$ cat src/include/cmyc_pkg.sv
// constants and helpers shared by the month and year calendar counters
package cmyc_pkg;

	// ----------------------------------------------------------------
	// register map (byte addresses, one aligned word each)
	// ----------------------------------------------------------------
	localparam logic [7:0] ADDR_MONTH = 8'h00;
	localparam logic [7:0] ADDR_YEAR = 8'h04;
	localparam logic [7:0] ADDR_CTRL = 8'h08;
	localparam logic [7:0] ADDR_STAT = 8'h0c;

	// ----------------------------------------------------------------
	// field positions and reset values
	// ----------------------------------------------------------------
	localparam int CTRL_CNT_EN_BIT = 0;
	localparam int STAT_MON_PEND_BIT = 0;
	localparam int STAT_YEAR_PEND_BIT = 1;
	localparam int STAT_LEAP_BIT = 2;
	localparam logic [7:0] CTRL_RESET = 8'h01;
	localparam logic [7:0] MONTH_RESET = 8'h01;
	localparam logic [7:0] YEAR_RESET = 8'h00;

	// ----------------------------------------------------------------
	// counting ranges in bcd
	// ----------------------------------------------------------------
	localparam logic [7:0] MONTH_MIN = 8'h01;
	localparam logic [7:0] MONTH_MAX = 8'h12;
	localparam logic [7:0] YEAR_MIN = 8'h00;
	localparam logic [7:0] YEAR_MAX = 8'h99;

	// ----------------------------------------------------------------
	// timing: calendar count clock derived from the 250 mhz bus clock
	// ----------------------------------------------------------------
	localparam int CLK_PERIOD_NS = 4;
	localparam int RTC_PERIOD_NS = 30518;
	localparam int RTC_DIV_CYC = RTC_PERIOD_NS / CLK_PERIOD_NS;
	localparam int XFER_MAX_TICKS = 2;

	// leap year: tens even and ones 0/4/8, or tens odd and ones 2/6
	function automatic logic cmyc_is_leap(input logic [7:0] y);
		logic [3:0] ones;
		ones = y[3:0];
		if (y[4] == 1'b0) begin
			cmyc_is_leap = (ones == 4'h0) || (ones == 4'h4) || (ones == 4'h8);
		end else begin
			cmyc_is_leap = (ones == 4'h2) || (ones == 4'h6);
		end
	endfunction

	// one decoder for read and write paths
	function automatic logic [3:0] cmyc_decode(input logic [7:0] a);
		cmyc_decode = 4'h0;
		unique case (a)
			ADDR_MONTH: cmyc_decode = 4'h1;
			ADDR_YEAR: cmyc_decode = 4'h2;
			ADDR_CTRL: cmyc_decode = 4'h4;
			ADDR_STAT: cmyc_decode = 4'h8;
			default: cmyc_decode = 4'h0;
		endcase
	endfunction

endpackage

$ cat src/hdl/cmyc_tick_div.sv
// divider that makes the one-cycle calendar count clock enable
`timescale 1ns/10ps
module cmyc_tick_div
	import cmyc_pkg::*;
#(
	parameter int DIV = RTC_DIV_CYC
) (
	input wire logic clk, // bus clock
	input wire logic rstn, // async reset, active low
	output logic tick_r // one-cycle calendar tick
);

	logic [15:0] cnt_r;
	localparam logic [15:0] LAST = 16'(DIV - 1);

	// ----------------------------------------------------------------
	// free-running count, tick on the last value
	// ----------------------------------------------------------------
	always_ff @(posedge clk or negedge rstn) begin
		if (!rstn) begin
			cnt_r <= 16'h0000;
			tick_r <= 1'b0;
		end else begin
			tick_r <= (cnt_r == LAST);
			cnt_r <= (cnt_r == LAST) ? 16'h0000 : cnt_r + 16'h0001;
		end
	end

	// two ticks are never adjacent unless the divide is one
	a_tick_spacing: assert property (@(posedge clk) disable iff (!rstn)
		(tick_r && DIV > 1) |=> !tick_r)
		else $error("calendar tick lasted more than one cycle");

endmodule

$ cat src/hdl/cmyc_bcd_stage.sv
// one bcd calendar stage: buffered load, carry count and wrap
`timescale 1ns/10ps
module cmyc_bcd_stage
	import cmyc_pkg::*;
#(
	parameter logic [7:0] MIN_V = 8'h00,
	parameter logic [7:0] MAX_V = 8'h99,
	parameter logic [7:0] RST_V = 8'h00
) (
	input wire logic clk, // bus clock
	input wire logic rstn, // async reset, active low
	input wire logic tick, // calendar count enable
	input wire logic carry_in, // carry from the lower stage
	input wire logic load, // buffered write waiting
	input wire logic [7:0] load_val, // buffered write value
	output logic [7:0] count_r, // current bcd count
	output logic carry_out // overflow toward next stage
);

	logic [7:0] inc_nxt;

	// ----------------------------------------------------------------
	// bcd increment; anything at or past the top wraps to the bottom
	// ----------------------------------------------------------------
	always_comb begin
		if (count_r >= MAX_V) begin
			inc_nxt = MIN_V;
		end else if (count_r[3:0] >= 4'h9) begin
			inc_nxt = {count_r[7:4] + 4'h1, 4'h0};
		end else begin
			inc_nxt = {count_r[7:4], count_r[3:0] + 4'h1};
		end
	end

	// a carry swallowed by a load never ripples further up
	assign carry_out = tick && carry_in && !load && (count_r == MAX_V);

	// load beats carry, so software sees exactly what it wrote
	always_ff @(posedge clk or negedge rstn) begin
		if (!rstn) begin
			count_r <= RST_V;
		end else if (tick && load) begin
			count_r <= load_val;
		end else if (tick && carry_in) begin
			count_r <= inc_nxt;
		end
	end

	a_write_wins: assert property (@(posedge clk) disable iff (!rstn)
		(tick && load) |=> (count_r == $past(load_val)))
		else $error("buffered write did not land as written");

	a_wrap_min: assert property (@(posedge clk) disable iff (!rstn)
		carry_out |=> (count_r == MIN_V) && !carry_out)
		else $error("stage overflow did not wrap to its minimum");

endmodule

$ cat src/hdl/cmyc_top.sv
// month and year calendar counters with an apb register slave
`timescale 1ns/10ps
module cmyc_top
	import cmyc_pkg::*;
#(
	parameter int RTC_DIV = RTC_DIV_CYC
) (
	input wire logic pclk, // bus and counter clock
	input wire logic presetn, // async reset, active low
	input wire logic psel, // apb select
	input wire logic penable, // apb access phase
	input wire logic pwrite, // apb direction, high writes
	input wire logic [7:0] paddr, // apb byte address
	input wire logic [31:0] pwdata, // apb write data
	output logic [31:0] prdata, // apb read data
	output logic pready, // apb ready
	output logic pslverr, // apb error on unmapped address
	input wire logic day_carry, // day stage overflow, seen at tick
	output logic [7:0] month_count, // current month, bcd
	output logic [7:0] year_count, // current year, bcd
	output logic leap_year, // current year is a leap year
	output logic year_wrap // pulse when year rolls 99 to 00
);

	// ----------------------------------------------------------------
	// declarations
	// ----------------------------------------------------------------
	logic tick;
	logic mon_carry;
	logic yr_carry;
	logic [7:0] mon_q;
	logic [7:0] yr_q;

	logic pready_r;
	logic pslverr_r;
	logic [31:0] prdata_r;
	logic leap_r;
	logic year_wrap_r;

	logic [7:0] ctrl_r;
	logic [7:0] mon_buf_r;
	logic [7:0] yr_buf_r;
	logic mon_pend_r;
	logic yr_pend_r;
	logic mon_pend_nxt;
	logic yr_pend_nxt;

	logic setup_ph;
	logic wr_acc;
	logic [3:0] sel_setup;
	logic [3:0] sel_acc;
	logic [31:0] rd_nxt;
	logic cnt_en;

	// helpers read only by the checks below
	logic [1:0] mon_wait_r;
	logic [1:0] yr_wait_r;
	logic rst_seen_r;

	// ----------------------------------------------------------------
	// calendar count clock
	// ----------------------------------------------------------------
	// single clock domain: the slow count clock is a tick enable
	cmyc_tick_div #(
		.DIV(RTC_DIV)
	) u_div (
		.clk(pclk),
		.rstn(presetn),
		.tick_r(tick)
	);

	// ----------------------------------------------------------------
	// apb phase decode
	// ----------------------------------------------------------------
	assign setup_ph = psel && !penable;
	assign wr_acc = psel && penable && pready_r && pwrite;
	assign sel_setup = cmyc_decode(paddr);
	assign sel_acc = cmyc_decode(paddr);
	assign cnt_en = ctrl_r[CTRL_CNT_EN_BIT];

	// ready rises for the access phase only, so every transfer has
	// exactly one access cycle and the slave never stalls the bus
	always_ff @(posedge pclk or negedge presetn) begin
		if (!presetn) begin
			pready_r <= 1'b0;
		end else begin
			pready_r <= setup_ph;
		end
	end

	// error is decided in the setup phase and stands through access
	always_ff @(posedge pclk or negedge presetn) begin
		if (!presetn) begin
			pslverr_r <= 1'b0;
		end else begin
			pslverr_r <= setup_ph && (sel_setup == 4'h0);
		end
	end

	// ----------------------------------------------------------------
	// read data
	// ----------------------------------------------------------------
	// narrow values sit low and the upper bits read as zero
	always_comb begin
		rd_nxt = 32'h0000_0000;
		unique case (1'b1)
			sel_setup[0]: rd_nxt = {24'h00_0000, mon_q};
			sel_setup[1]: rd_nxt = {24'h00_0000, yr_q};
			sel_setup[2]: rd_nxt = {24'h00_0000, ctrl_r};
			sel_setup[3]: begin
				rd_nxt[STAT_MON_PEND_BIT] = mon_pend_r;
				rd_nxt[STAT_YEAR_PEND_BIT] = yr_pend_r;
				rd_nxt[STAT_LEAP_BIT] = leap_r;
			end
			default: rd_nxt = 32'h0000_0000;
		endcase
	end

	// captured at setup so the word is stable for the whole access
	always_ff @(posedge pclk or negedge presetn) begin
		if (!presetn) begin
			prdata_r <= 32'h0000_0000;
		end else if (setup_ph && !pwrite) begin
			prdata_r <= rd_nxt;
		end
	end

	// ----------------------------------------------------------------
	// control register
	// ----------------------------------------------------------------
	// clearing the enable freezes the carry chain but not the buffers
	always_ff @(posedge pclk or negedge presetn) begin
		if (!presetn) begin
			ctrl_r <= CTRL_RESET;
		end else if (wr_acc && sel_acc[2]) begin
			ctrl_r <= {7'h00, pwdata[CTRL_CNT_EN_BIT]};
		end
	end

	// ----------------------------------------------------------------
	// write buffers
	// ----------------------------------------------------------------
	// a write in the same cycle as a tick stays pending: the set
	// wins, and the fresh value lands on the following tick
	always_comb begin
		mon_pend_nxt = mon_pend_r && !tick;
		yr_pend_nxt = yr_pend_r && !tick;
		if (wr_acc && sel_acc[0]) begin
			mon_pend_nxt = 1'b1;
		end
		if (wr_acc && sel_acc[1]) begin
			yr_pend_nxt = 1'b1;
		end
	end

	// buffer values; only the low byte of a write is kept
	always_ff @(posedge pclk or negedge presetn) begin
		if (!presetn) begin
			mon_buf_r <= MONTH_RESET;
			yr_buf_r <= YEAR_RESET;
		end else begin
			if (wr_acc && sel_acc[0]) begin
				mon_buf_r <= pwdata[7:0];
			end
			if (wr_acc && sel_acc[1]) begin
				yr_buf_r <= pwdata[7:0];
			end
		end
	end

	// pending flags, cleared by the tick that moves the buffer
	always_ff @(posedge pclk or negedge presetn) begin
		if (!presetn) begin
			mon_pend_r <= 1'b0;
			yr_pend_r <= 1'b0;
		end else begin
			mon_pend_r <= mon_pend_nxt;
			yr_pend_r <= yr_pend_nxt;
		end
	end

	// ----------------------------------------------------------------
	// calendar stages
	// ----------------------------------------------------------------
	// month stage, counting on day carries while enabled
	cmyc_bcd_stage #(
		.MIN_V(MONTH_MIN),
		.MAX_V(MONTH_MAX),
		.RST_V(MONTH_RESET)
	) u_month (
		.clk(pclk),
		.rstn(presetn),
		.tick(tick),
		.carry_in(day_carry && cnt_en),
		.load(mon_pend_r),
		.load_val(mon_buf_r),
		.count_r(mon_q),
		.carry_out(mon_carry)
	);

	// year stage, fed in the same tick by the month overflow
	cmyc_bcd_stage #(
		.MIN_V(YEAR_MIN),
		.MAX_V(YEAR_MAX),
		.RST_V(YEAR_RESET)
	) u_year (
		.clk(pclk),
		.rstn(presetn),
		.tick(tick),
		.carry_in(mon_carry),
		.load(yr_pend_r),
		.load_val(yr_buf_r),
		.count_r(yr_q),
		.carry_out(yr_carry)
	);

	// ----------------------------------------------------------------
	// status outputs
	// ----------------------------------------------------------------
	// leap flag trails the year count by one cycle
	always_ff @(posedge pclk or negedge presetn) begin
		if (!presetn) begin
			leap_r <= 1'b1;
		end else begin
			leap_r <= cmyc_is_leap(yr_q);
		end
	end

	// year rollover pulse for whatever stage sits above
	always_ff @(posedge pclk or negedge presetn) begin
		if (!presetn) begin
			year_wrap_r <= 1'b0;
		end else begin
			year_wrap_r <= yr_carry;
		end
	end

	assign prdata = prdata_r;
	assign pready = pready_r;
	assign pslverr = pslverr_r;
	assign month_count = mon_q;
	assign year_count = yr_q;
	assign leap_year = leap_r;
	assign year_wrap = year_wrap_r;

	// ----------------------------------------------------------------
	// check helpers
	// ----------------------------------------------------------------
	// ticks seen while a write has been waiting; a new write restarts
	always_ff @(posedge pclk or negedge presetn) begin
		if (!presetn) begin
			mon_wait_r <= 2'h0;
			yr_wait_r <= 2'h0;
		end else begin
			if (!mon_pend_r || (wr_acc && sel_acc[0])) begin
				mon_wait_r <= 2'h0;
			end else if (tick && mon_wait_r != 2'h3) begin
				mon_wait_r <= mon_wait_r + 2'h1;
			end
			if (!yr_pend_r || (wr_acc && sel_acc[1])) begin
				yr_wait_r <= 2'h0;
			end else if (tick && yr_wait_r != 2'h3) begin
				yr_wait_r <= yr_wait_r + 2'h1;
			end
		end
	end

	// marks the first cycle after reset release
	always_ff @(posedge pclk or negedge presetn) begin
		if (!presetn) begin
			rst_seen_r <= 1'b0;
		end else begin
			rst_seen_r <= 1'b1;
		end
	end

	// ----------------------------------------------------------------
	// checks
	// ----------------------------------------------------------------
	a_xfer_bound: assert property (@(posedge pclk) disable iff (!presetn)
		(mon_pend_r |-> mon_wait_r < 2'(XFER_MAX_TICKS))
		and (yr_pend_r |-> yr_wait_r < 2'(XFER_MAX_TICKS)))
		else $error("buffered write outlived two calendar ticks");

	a_reset_vals: assert property (@(posedge pclk) disable iff (!presetn)
		!rst_seen_r |-> (mon_q == MONTH_RESET) && (yr_q == YEAR_RESET))
		else $error("counters not at reset values after release");

	a_month_step: assert property (@(posedge pclk) disable iff (!presetn)
		(tick && day_carry && cnt_en && !mon_pend_r && mon_q != MONTH_MAX
		&& mon_q < MONTH_MAX) |=> (mon_q != $past(mon_q)) && !mon_carry)
		else $error("month did not advance on a day carry");

	a_year_step: assert property (@(posedge pclk) disable iff (!presetn)
		(mon_carry && !yr_pend_r) |=> (mon_q == MONTH_MIN)
		&& (yr_q != $past(yr_q)))
		else $error("year did not advance on a month overflow");

	a_leap_flag: assert property (@(posedge pclk) disable iff (!presetn)
		(yr_q == 8'h96 || yr_q == 8'h00) ##1 (yr_q == $past(yr_q))
		|-> leap_r)
		else $error("multiple-of-four year not flagged as leap");

	a_apb_read: assert property (@(posedge pclk) disable iff (!presetn)
		(setup_ph && !pwrite && paddr == ADDR_YEAR)
		|=> pready_r && (prdata_r == {24'h00_0000, $past(yr_q)}))
		else $error("year read did not return the counter");

	a_no_carry_load: assert property (@(posedge pclk) disable iff (!presetn)
		(tick && yr_pend_r) |-> !yr_carry ##1 (yr_q == $past(yr_buf_r)))
		else $error("month carry disturbed a year write");

endmodule

$ cat config.mk
export PLATFORM = sky130hd
export DESIGN_NAME = cmyc_top
export DESIGN_NICKNAME = d
export VERILOG_FILES = /design/src/include/cmyc_pkg.sv /design/src/hdl/cmyc_tick_div.sv /design/src/hdl/cmyc_bcd_stage.sv /design/src/hdl/cmyc_top.sv
export SDC_FILE = /design/constraint.sdc
export NUM_CORES = 1
export LEC_CHECK = 0
export ABC_CLOCK_PERIOD_IN_PS = 2200
export BUFFER_PORTS_ARGS = -buffer_cell sky130_fd_sc_hd__buf_4
export CORE_MARGIN = 2
export CORE_UTILIZATION = 25
export CTS_BUF_LIST = sky130_fd_sc_hd__clkbuf_8 sky130_fd_sc_hd__clkbuf_16
export DETAILED_ROUTE_END_ITERATION = 12
export PLACE_DENSITY = 0.51
export SYNTH_ARGS = -nofsm -noshare
export SYNTH_HDL_FRONTEND = slang
export SYNTH_HIERARCHICAL = 1
export SYNTH_SLANG_ARGS = --single-unit
$ cat constraint.sdc
create_clock -name pclk -period 2.2 [get_ports pclk]
set_clock_uncertainty 0.2 [all_clocks]
set_input_delay 0.22 -clock pclk [delete_from_list [all_inputs] [get_ports pclk]]
set_output_delay 0.22 -clock pclk [all_outputs]
set_load 0.005 [all_outputs]
==> summary.md, run 1 <==
Routed wire length: 8140 um. STA classifies the critical path endpoint as a flip-flop. The tools report the overall die area as 15000 um2. The die is 123 um tall. The count of boundary I/O pins is 98. The highest cell delay on the worst timing path works out to 0.44 ns. The tools report the number of global-route vias before repair as 2577. In the global route stage, met2 resource usage came out at 18.4%. The met1 layer usage reported by global route was 14.4%; the final setup TNS was 0 ns. For this run, the leading register cell type out of synthesis is sky130_fd_sc_hd__dfrtp_1. Clock-pin slew was measured on the worst setup and hold paths at 0.05 ns. The run gives 1730 um2 as the multi-input logic area.

TritonCTS built the clock tree. The combined buffer and inverter count along the critical path was 1. The maximum root-to-sink buffer count is 2. The routed layout has 2637 vias. Clock tree synthesis found a total of 64 sinks.

The leakage power total was 2.13 nW; the highest net fanout along the worst path was 5. The slowest stage of the critical path is the sky130_fd_sc_hd__dfrtp_2 cell. The tools report the DRC violation count after routing as 0. The tools report the type of element launching the critical path as a flip-flop. The initial antenna violation count came out at 0. CTS placed an instance of sky130_fd_sc_hd__clkbuf_16 at the clock tree root. Measured along the x axis, the die boundary spans 123 um.

The final setup violation count was 0; the detailed-placement wirelength estimate was 6100 um. Entering global routing, the biggest net connects 35 pins. Global routing used 4.00% of the available met3 tracks.

The power per unit of standard cell area works out to 567 nW/um2. The flow ran to the end, and the final reports show no timing, DRC or antenna violations. Post-CTS timing repair inserted 0 buffers for setup.

The run gives 13200 um as the global-route wire length before repair. Cells with a size suffix above 1 make up 32.5% of the layout. The worst hold margin is 0.0255 ns, and the cell area after synthesis is 3520 um2.

In the synthesized netlist the async set-or-reset flop fraction comes to 100%. For the effective utilization at floorplan, the log shows 25.5%. Summed over all layers, the global routing overflow is 0. The total area inside the core boundary comes to 13800 um2. The post-detailed-route wirelength per cell works out to 13.7 um. The fraction of the cycle the final worst path needs works out to 97.3%. Counting the buffers created by CTS gives 9. The logs give 469 for the final layout net count and 0.333 mV for the maximum VDD drop. CTS built an H-tree with a depth of 3. Broken down by cell family, the worst path's largest delay share belongs to simple AND/OR/NAND/NOR gates. After synthesis, flip-flops and latches occupy 45.6% of the total area.

The later pin in the worst-skew pair is clocked with a latency of 0.33 ns. The filler cell count in the final layout is 1427, and the count of buffers from port buffering is 49. The smallest clock period supported by the final layout is computed as 2.14 ns. Based on the critical path, the design can be clocked at up to 0.467 GHz.

The number of diodes added for antenna fixing was 0; the cell count after synthesis was 326. Detail-routed via count per cell: 4.43. Before antenna repair, the detailed router went through 6 iterations. The weighted congestion reported at the end of routability-driven placement was 0.816; the final count of hold timing violations was 0. A synthesized cell averages 10.8 um2.

Relative to the synthesized area, the layout overhead comes to 30.6%. For the worst setup path, the data required time is 2.22 ns. Global routing used 11.5% of the available tracks.

Traced cell by cell, the critical path runs through ha_1, or3b_1, a211o_1, and2_4, buf_4, a22o_1. The startpoint-to-endpoint class of the critical path is flip-flop to flip-flop. STA puts the critical path data arrival time at 2.16 ns. Number of synthesized flops with an enable pin: 0.

met2 is the most crowded layer. The run gives 0 as the count of maximum capacitance violations. The post-synthesis register bit count works out to 64. During synthesis, Yosys emitted a total of 6 warnings. For the number of different library cells in the post-synthesis netlist, the log shows 62. The class of the tightest hold or removal check was primary input to flip-flop. The first routing iteration left 74 violations.

Setup repair after global routing left no endpoint under its margin. The count of nets left with antenna violations once routing finished came out at 0. The max-slew violation count is 0, and the number of rows in the core area is 43.

In the final layout, flip-flops and latches occupy 1610 um2.
==> cells in the mapped netlist (6+ instances only) <==
| cell type | count | area share (%) |
|---|---|---|
| sky130_fd_sc_hd__mux2i_1 | 9 | 2.6 |
| sky130_fd_sc_hd__buf_4 | 25 | 5.3 |
| sky130_fd_sc_hd__mux2_2 | 17 | 5.4 |
| sky130_fd_sc_hd__dfrtp_1 | 60 | 43 |
| sky130_fd_sc_hd__o31ai_1 | 8 | 1.7 |
| sky130_fd_sc_hd__nand2_1 | 24 | 2.6 |
| sky130_fd_sc_hd__nand3_1 | 10 | 1.4 |
| sky130_fd_sc_hd__nor3_1 | 6 | 0.85 |
| sky130_fd_sc_hd__ha_1 | 13 | 4.6 |
| sky130_fd_sc_hd__o21ai_0 | 13 | 1.8 |
| sky130_fd_sc_hd__xor2_1 | 7 | 1.7 |
| sky130_fd_sc_hd__nor2_1 | 16 | 1.7 |
| sky130_fd_sc_hd__inv_1 | 14 | 1.5 |
==> kinds of logic (layout without fill, tap and decap cells) <==
logic type	count (synthesis)	count (layout)	share of synthesized area, %
and+or+nand+nor	102	102	17.1
DFF	64	64	45.6
AOI/OAI and AO/OA	57	57	12.1
buffers and inverters	50	116	8.60
muxes	28	28	9.06
adders and majority gates	13	13	4.62
xor gates and xnor gates	11	11	2.74
other	1	24	0.107
==> layout by cell type, fill, tap and decap left out, types with 7 or more instances in the layout <==
master                          synthesis  final
sky130_fd_sc_hd__inv_1                 14     13
sky130_fd_sc_hd__clkbuf_16              0      9
sky130_fd_sc_hd__mux2i_1                9      9
sky130_fd_sc_hd__nor2_1                16     16
sky130_fd_sc_hd__dlygate4sd3_1          0     11
sky130_fd_sc_hd__o31ai_1                8      8
sky130_fd_sc_hd__nand3_1               10     10
sky130_fd_sc_hd__xor2_1                 7      7
sky130_fd_sc_hd__buf_4                 25     73
sky130_fd_sc_hd__conb_1                 1     24
sky130_fd_sc_hd__ha_1                  13     12
sky130_fd_sc_hd__o21ai_0               13     13
sky130_fd_sc_hd__nand2_1               24     24
sky130_fd_sc_hd__dfrtp_1               60     58
sky130_fd_sc_hd__mux2_2                17     17
==> stage by stage <==
stage	area, um2	util, %	worst slack [ns]	power, mW	std cells
after floorplan	3610	-	0.00733	1.27	349
after global placement	4170	30.2	0.0559	1.31	568
after detailed placement	4170	30.2	0.0498	1.31	568
after CTS	4560	33.0	0.0352	2.67	595
after global routing	4600	33.2	0.000936	2.73	595
final	4600	33.2	0.0600	2.61	595
==> cell type report <==
| type | count | share of cell area [%] |
|---|---|---|
| Multi-Input combinational cell | 235 | 37.7 |
| Sequential cell | 64 | 35.0 |
| Inverter | 14 | 1.14 |
| Tap cell | 180 | 4.90 |
| Clock inverter | 5 | 0.544 |
| Timing Repair Buffer | 86 | 15.2 |
| Clock buffer | 11 | 5.50 |
==> flip-flops by register name, indices dropped and copies added, names as in the netlist, 8 cells and up <==
register         cells
u_div/cnt_r         16
u_year/count_r       8
yr_buf_r             8
mon_buf_r            8
u_month/count_r      8
prdata               8
==> routing by layer <==
layer,up-vias,share of wire [%]
met4,0,1.2
met5,-,0
met2,71,47
met3,6,5.6
met1,1270,46
li1,1290,-
==> where the power goes <==
part	leakage [nW]	internal (mW)	switching [mW]
combinational	1.16	0.0561	0.0645
clock	0.144	0.810	0.490
sequential	0.826	1.18	0.00202
==> worst min-delay path: stages <==
cell                       delay [ns]
sky130_fd_sc_hd__buf_4           0.09
sky130_fd_sc_hd__nand4b_1        0.12
sky130_fd_sc_hd__o21ai_0         0.07
==> path summary, 6_finish.rpt <==
| path | cells after the start | slack, ns | start | to |
|---|---|---|---|---|
| worst min register to register | 1 | 0.27 | u_div/cnt_r[15]$_DFF_PN0_ | u_div/cnt_r[15]$_DFF_PN0_ |
| worst min-delay path | 3 | 0.03 | pwrite | prdata[2]$_DFFE_PN0P_ |
| worst max-delay path | 6 | 0.06 | u_year/count_r[0]$_DFFE_PN0P_ | u_year/count_r[7]$_DFFE_PN0P_ |
| min in group asynchronous | 2 | 0.17 | presetn | u_year/count_r[7]$_DFFE_PN0P_ |
| worst max register to register | 6 | 0.06 | u_year/count_r[0]$_DFFE_PN0P_ | u_year/count_r[7]$_DFFE_PN0P_ |
| max in group asynchronous | 3 | 1.10 | presetn | u_div/cnt_r[13]$_DFF_PN0_ |
==> timing repair <==
item,in CTS,in global routing
gates resized for setup,0,9
endpoints found under the hold margin,50,0
hold buffers,11,0
endpoints found under the setup margin,0,9
(Power assumes the default switching activity.)
==> run 2: changes to the inputs <==
--- a/config.mk
+++ b/config.mk
@@ -14,5 +14,4 @@
 export PLACE_DENSITY = 0.51
 export SYNTH_ARGS = -nofsm -noshare
 export SYNTH_HDL_FRONTEND = slang
-export SYNTH_HIERARCHICAL = 1
 export SYNTH_SLANG_ARGS = --single-unit
==> run 2 against run 1 <==
Combinational power down 5%; via count up 5.0%; final cell count up 1.5%; sequential cell count unchanged; clock-buffer cell count down 2; die area up 1.5%; hold slack better by 0.061 ns; setup slack better by 0.012 ns; critical path type unchanged; critical endpoint is now u_month.count_r[5]$_DFFE_PN0P_; largest cell class unchanged; largest power group unchanged.
==> summary.md, run 2 <==
The number of flip-flops under the largest register name is 16, and the detail-routed via count per cell is 4.59. Once placement finished, the instance area stood at 4210 um2. At the worst endpoint, the required time is 2.21 ns. The detail route stage leaves a number of antenna-violating nets equal to 0. After global routing the overflow that remains totals 0. The combined buffer and inverter count along the critical path is 1, and the max-slew violation count is 0. For this run, design rule violations remaining after detail routing come to 0.

Overall die area: 15300 um2. The power per unit of standard cell area is 586 nW/um2, and the clock buffer count from CTS is 9. The dominant cell type by area after synthesis was sky130_fd_sc_hd__dfrtp_1. After filler insertion, the fill cell instance count of the layout stands at 1416. The count of buffers from port buffering works out to 49. The first global-routing pass estimated 13900 um of wire.

The post-detailed-route wirelength per cell is 14.3 um. The area taken by flip-flops and latches was 1610 um2. The worst slew margin relative to its limit is 43.1%, and the initial antenna violation count is 0. The dominant synthesized flop cell is sky130_fd_sc_hd__dfrtp_1. In the synthesized netlist the async set-or-reset flop fraction comes to 100%. The number of setup buffers added after CTS was 0; the worst-margin pin slew was 0.854 ns. The type of element launching the critical path is a flip-flop. The area fraction of the dominant cell type after synthesis came out at 42.0%.

The worst setup path is captured at a flip-flop. The most common cell in the synthesized netlist is sky130_fd_sc_hd__dfrtp_1. On the critical path, the stage with the largest delay is an instance of sky130_fd_sc_hd__dfstp_2.

For the final setup violation count, the log shows 0. The share of cells above drive strength 1 came out at 30.9%. Once detailed placement completed, the half-perimeter wirelength came to 6400 um. The run finished with clean final reports. The register with the most flip-flops was u_div.cnt_r. The buffer type at the clock tree root is sky130_fd_sc_hd__clkbuf_16. The tools report the total number of vias as 2770. In this run the core area contains 43 standard-cell rows. Broken down by cell family, the worst path's largest delay share belongs to flip-flops.

Max-cap violations in this run came to 0. Minimum clock period: 2.13 ns. Counting along the longest clock path gives a buffer depth of 2.

Entering global routing, the biggest net connects 65 pins. Most common cell after layout, fill and taps aside: sky130_fd_sc_hd__buf_4. In this run the worst path has a maximum fanout of 4.

Of the available clock period, the critical path in the final layout requires 96.7%. Maximum VDD drop: 0.282 mV. The portion of the post-synthesis area used by sequential elements came out at 45.0%.

Mean cell area of the mapped netlist: 10.6 um2. Counting flops and latches in the post-synthesis netlist gives 64. The tools report the H-tree depth as 3.

By count the netlist is led by 60 x sky130_fd_sc_hd__dfrtp_1, 30 x sky130_fd_sc_hd__nand2_1, 25 x sky130_fd_sc_hd__buf_4. The number of synthesized flops with an enable pin was 0; the number of diodes added for antenna fixing was 0. The standard cell core area is 13900 um2.

On the worst path, the slowest cell contributes a delay of 0.54 ns. The Yosys warning count is 0. The tools report the cell count after synthesis as 336. The synthesis-to-finish area growth came out at 29.9%.

After clock tree synthesis, the clock-pin slew on the worst setup and hold paths is 0.06 ns. The achievable clock frequency was 0.470 GHz. The aggregate global-route resource usage came out at 12.0%. The startpoint-to-endpoint class of the critical path is flip-flop to flip-flop. The final count of hold timing violations was 0; the weighted congestion reported at the end of routability-driven placement was 0.840. For this block, the routed nets add up to 8620 um of wire. During I/O placement, the number of pins put on the boundary was 98.

Data on the critical path arrives at its endpoint at 2.13 ns. The first-iteration detailed-routing DRC count is 126. For the number of global-route vias before repair, the log shows 2741.

The class of the tightest hold or removal check was primary input to flip-flop. The overall die width came out at 124 um. The analysis attributes to cell leakage a power of 2.18 nW. Walking the worst path, the cells encountered are inv_1, ha_1, nor3b_4, o41ai_4, a21oi_2, mux2_1. The final setup TNS is 0 ns, and the number of clock sinks is 64. The cell count after placement was 577; the post-route core utilization was 33.3%. Number of different library cells in the post-synthesis netlist: 64.

Sorting the synthesized cells by area gives the leading types as sky130_fd_sc_hd__dfrtp_1 42%, sky130_fd_sc_hd__buf_4 5.3%, sky130_fd_sc_hd__ha_1 4.9%. After routing the design area is 4640 um2. The clock reaches the later pin of the worst-skew pair after 0.34 ns.

The cell area after synthesis was 3570 um2; the number of search-and-repair iterations in the first detailed-routing pass was 4. For this run, the number of standard cells in the final layout without fillers is 604. For the effective utilization at floorplan, the log shows 25.6%. For this run, the post-layout net count is 479. The library cells used most frequently in the layout, excluding fill and tap cells, are 73 x sky130_fd_sc_hd__buf_4, 60 x sky130_fd_sc_hd__dfrtp_1, 30 x sky130_fd_sc_hd__nand2_1, 24 x sky130_fd_sc_hd__conb_1. TritonCTS built the clock tree.

Setup repair after global routing could not meet its margin everywhere. The multi-input logic area was 1800 um2; the die height was 124 um.
[run 2: cell types whose count changed in the layout (fill, tap and decap cells not counted), moves of 4 or more]
cell	previous run	this run
sky130_fd_sc_hd__mux2_2	17	10
sky130_fd_sc_hd__and4_1	1	5
sky130_fd_sc_hd__a21oi_1	5	1
sky130_fd_sc_hd__and3_1	1	6
sky130_fd_sc_hd__a221o_1	5	0
sky130_fd_sc_hd__o21ai_1	1	8
sky130_fd_sc_hd__nand2_1	24	30
sky130_fd_sc_hd__mux2_4	1	9
[run 2: logic make-up (layout without fill, tap and decap cells)]
group	count (synthesis)	after routing	synth area share [%]
AO/OA/AOI/OAI	61	61	12.6
XOR/XNOR	14	14	3.43
adder cells (fa/ha/maj)	14	14	4.90
buffers and inverters	50	115	7.95
flip-flops	64	64	45.0
multiplexers	27	27	9.45
other	1	24	0.105
AND/OR/NAND/NOR	105	105	16.6
[run 2: layout make-up]
cell class                 count  area share, %
timing repair buffer          84           14.2
clock buffer                   9           4.85
multi-input combinational    245           38.7
sequential                    64           34.6
clock inverter                 7           1.56
inverter                      15           1.21
tap                          180           4.85
[run 2: final timing paths]
| kind | startpoint | end | slack, ns | cells past startpoint |
|---|---|---|---|---|
| worst min register to register | yr_buf_r[1]$_DFFE_PN0P_ | u_year.count_r[1]$_DFFE_PN0P_ | 0.28 | 2 |
| worst max register to register | u_month.count_r[0]$_DFFE_PN1P_ | u_month.count_r[5]$_DFFE_PN0P_ | 0.07 | 6 |
| worst max-delay path | u_month.count_r[0]$_DFFE_PN1P_ | u_month.count_r[5]$_DFFE_PN0P_ | 0.07 | 6 |
| worst min-delay path | paddr[0] | pslverr$_DFF_PN0_ | 0.09 | 4 |
| max in group asynchronous | presetn | mon_buf_r[7]$_DFFE_PN0P_ | 0.90 | 2 |
| min in group asynchronous | presetn | u_div.cnt_r[0]$_DFF_PN0_ | 0.31 | 2 |
[run 2: layer usage]
metal  global-route usage, %  share of wire [%]
met5                       0                  0
met4                    4.40                1.2
met3                    3.14                5.0
met2                    20.3                 50
met1                    14.8                 44
[run 2: repair_timing]
item	in CTS	in global routing
hold buffers	11	0
hold endpoints to repair	78	0
resized for setup	0	5
setup endpoints to repair	0	6
[run 2: through the flow]
stage / setup slack, ns / power (mW) / hold slack, ns
after global placement: 0.109 / 1.31 / 0.193
after global routing: -0.0106 / 2.83 / 0.0932
final: 0.0719 / 2.72 / 0.0865
after floorplan: 0.0870 / 1.27 / -0.276
after detailed placement: 0.0872 / 1.31 / 0.195
after CTS: 0.0714 / 2.77 / 0.0815
[run 2: report_power, final]
group / switching (mW) / internal, mW
sequential: 0.00237 / 1.18
clock: 0.545 / 0.875
combinational: 0.0620 / 0.0526
total: 0.609 / 2.11
[run 2: worst reg2reg max path, stage by stage, from the launching register on]
cell and delay, ns:
sky130_fd_sc_hd__dfstp_2 0.54, sky130_fd_sc_hd__inv_1 0.06, sky130_fd_sc_hd__ha_1 0.19, sky130_fd_sc_hd__nor3b_4 0.16, sky130_fd_sc_hd__o41ai_4 0.35, sky130_fd_sc_hd__a21oi_2 0.16
sky130_fd_sc_hd__mux2_1 0.34
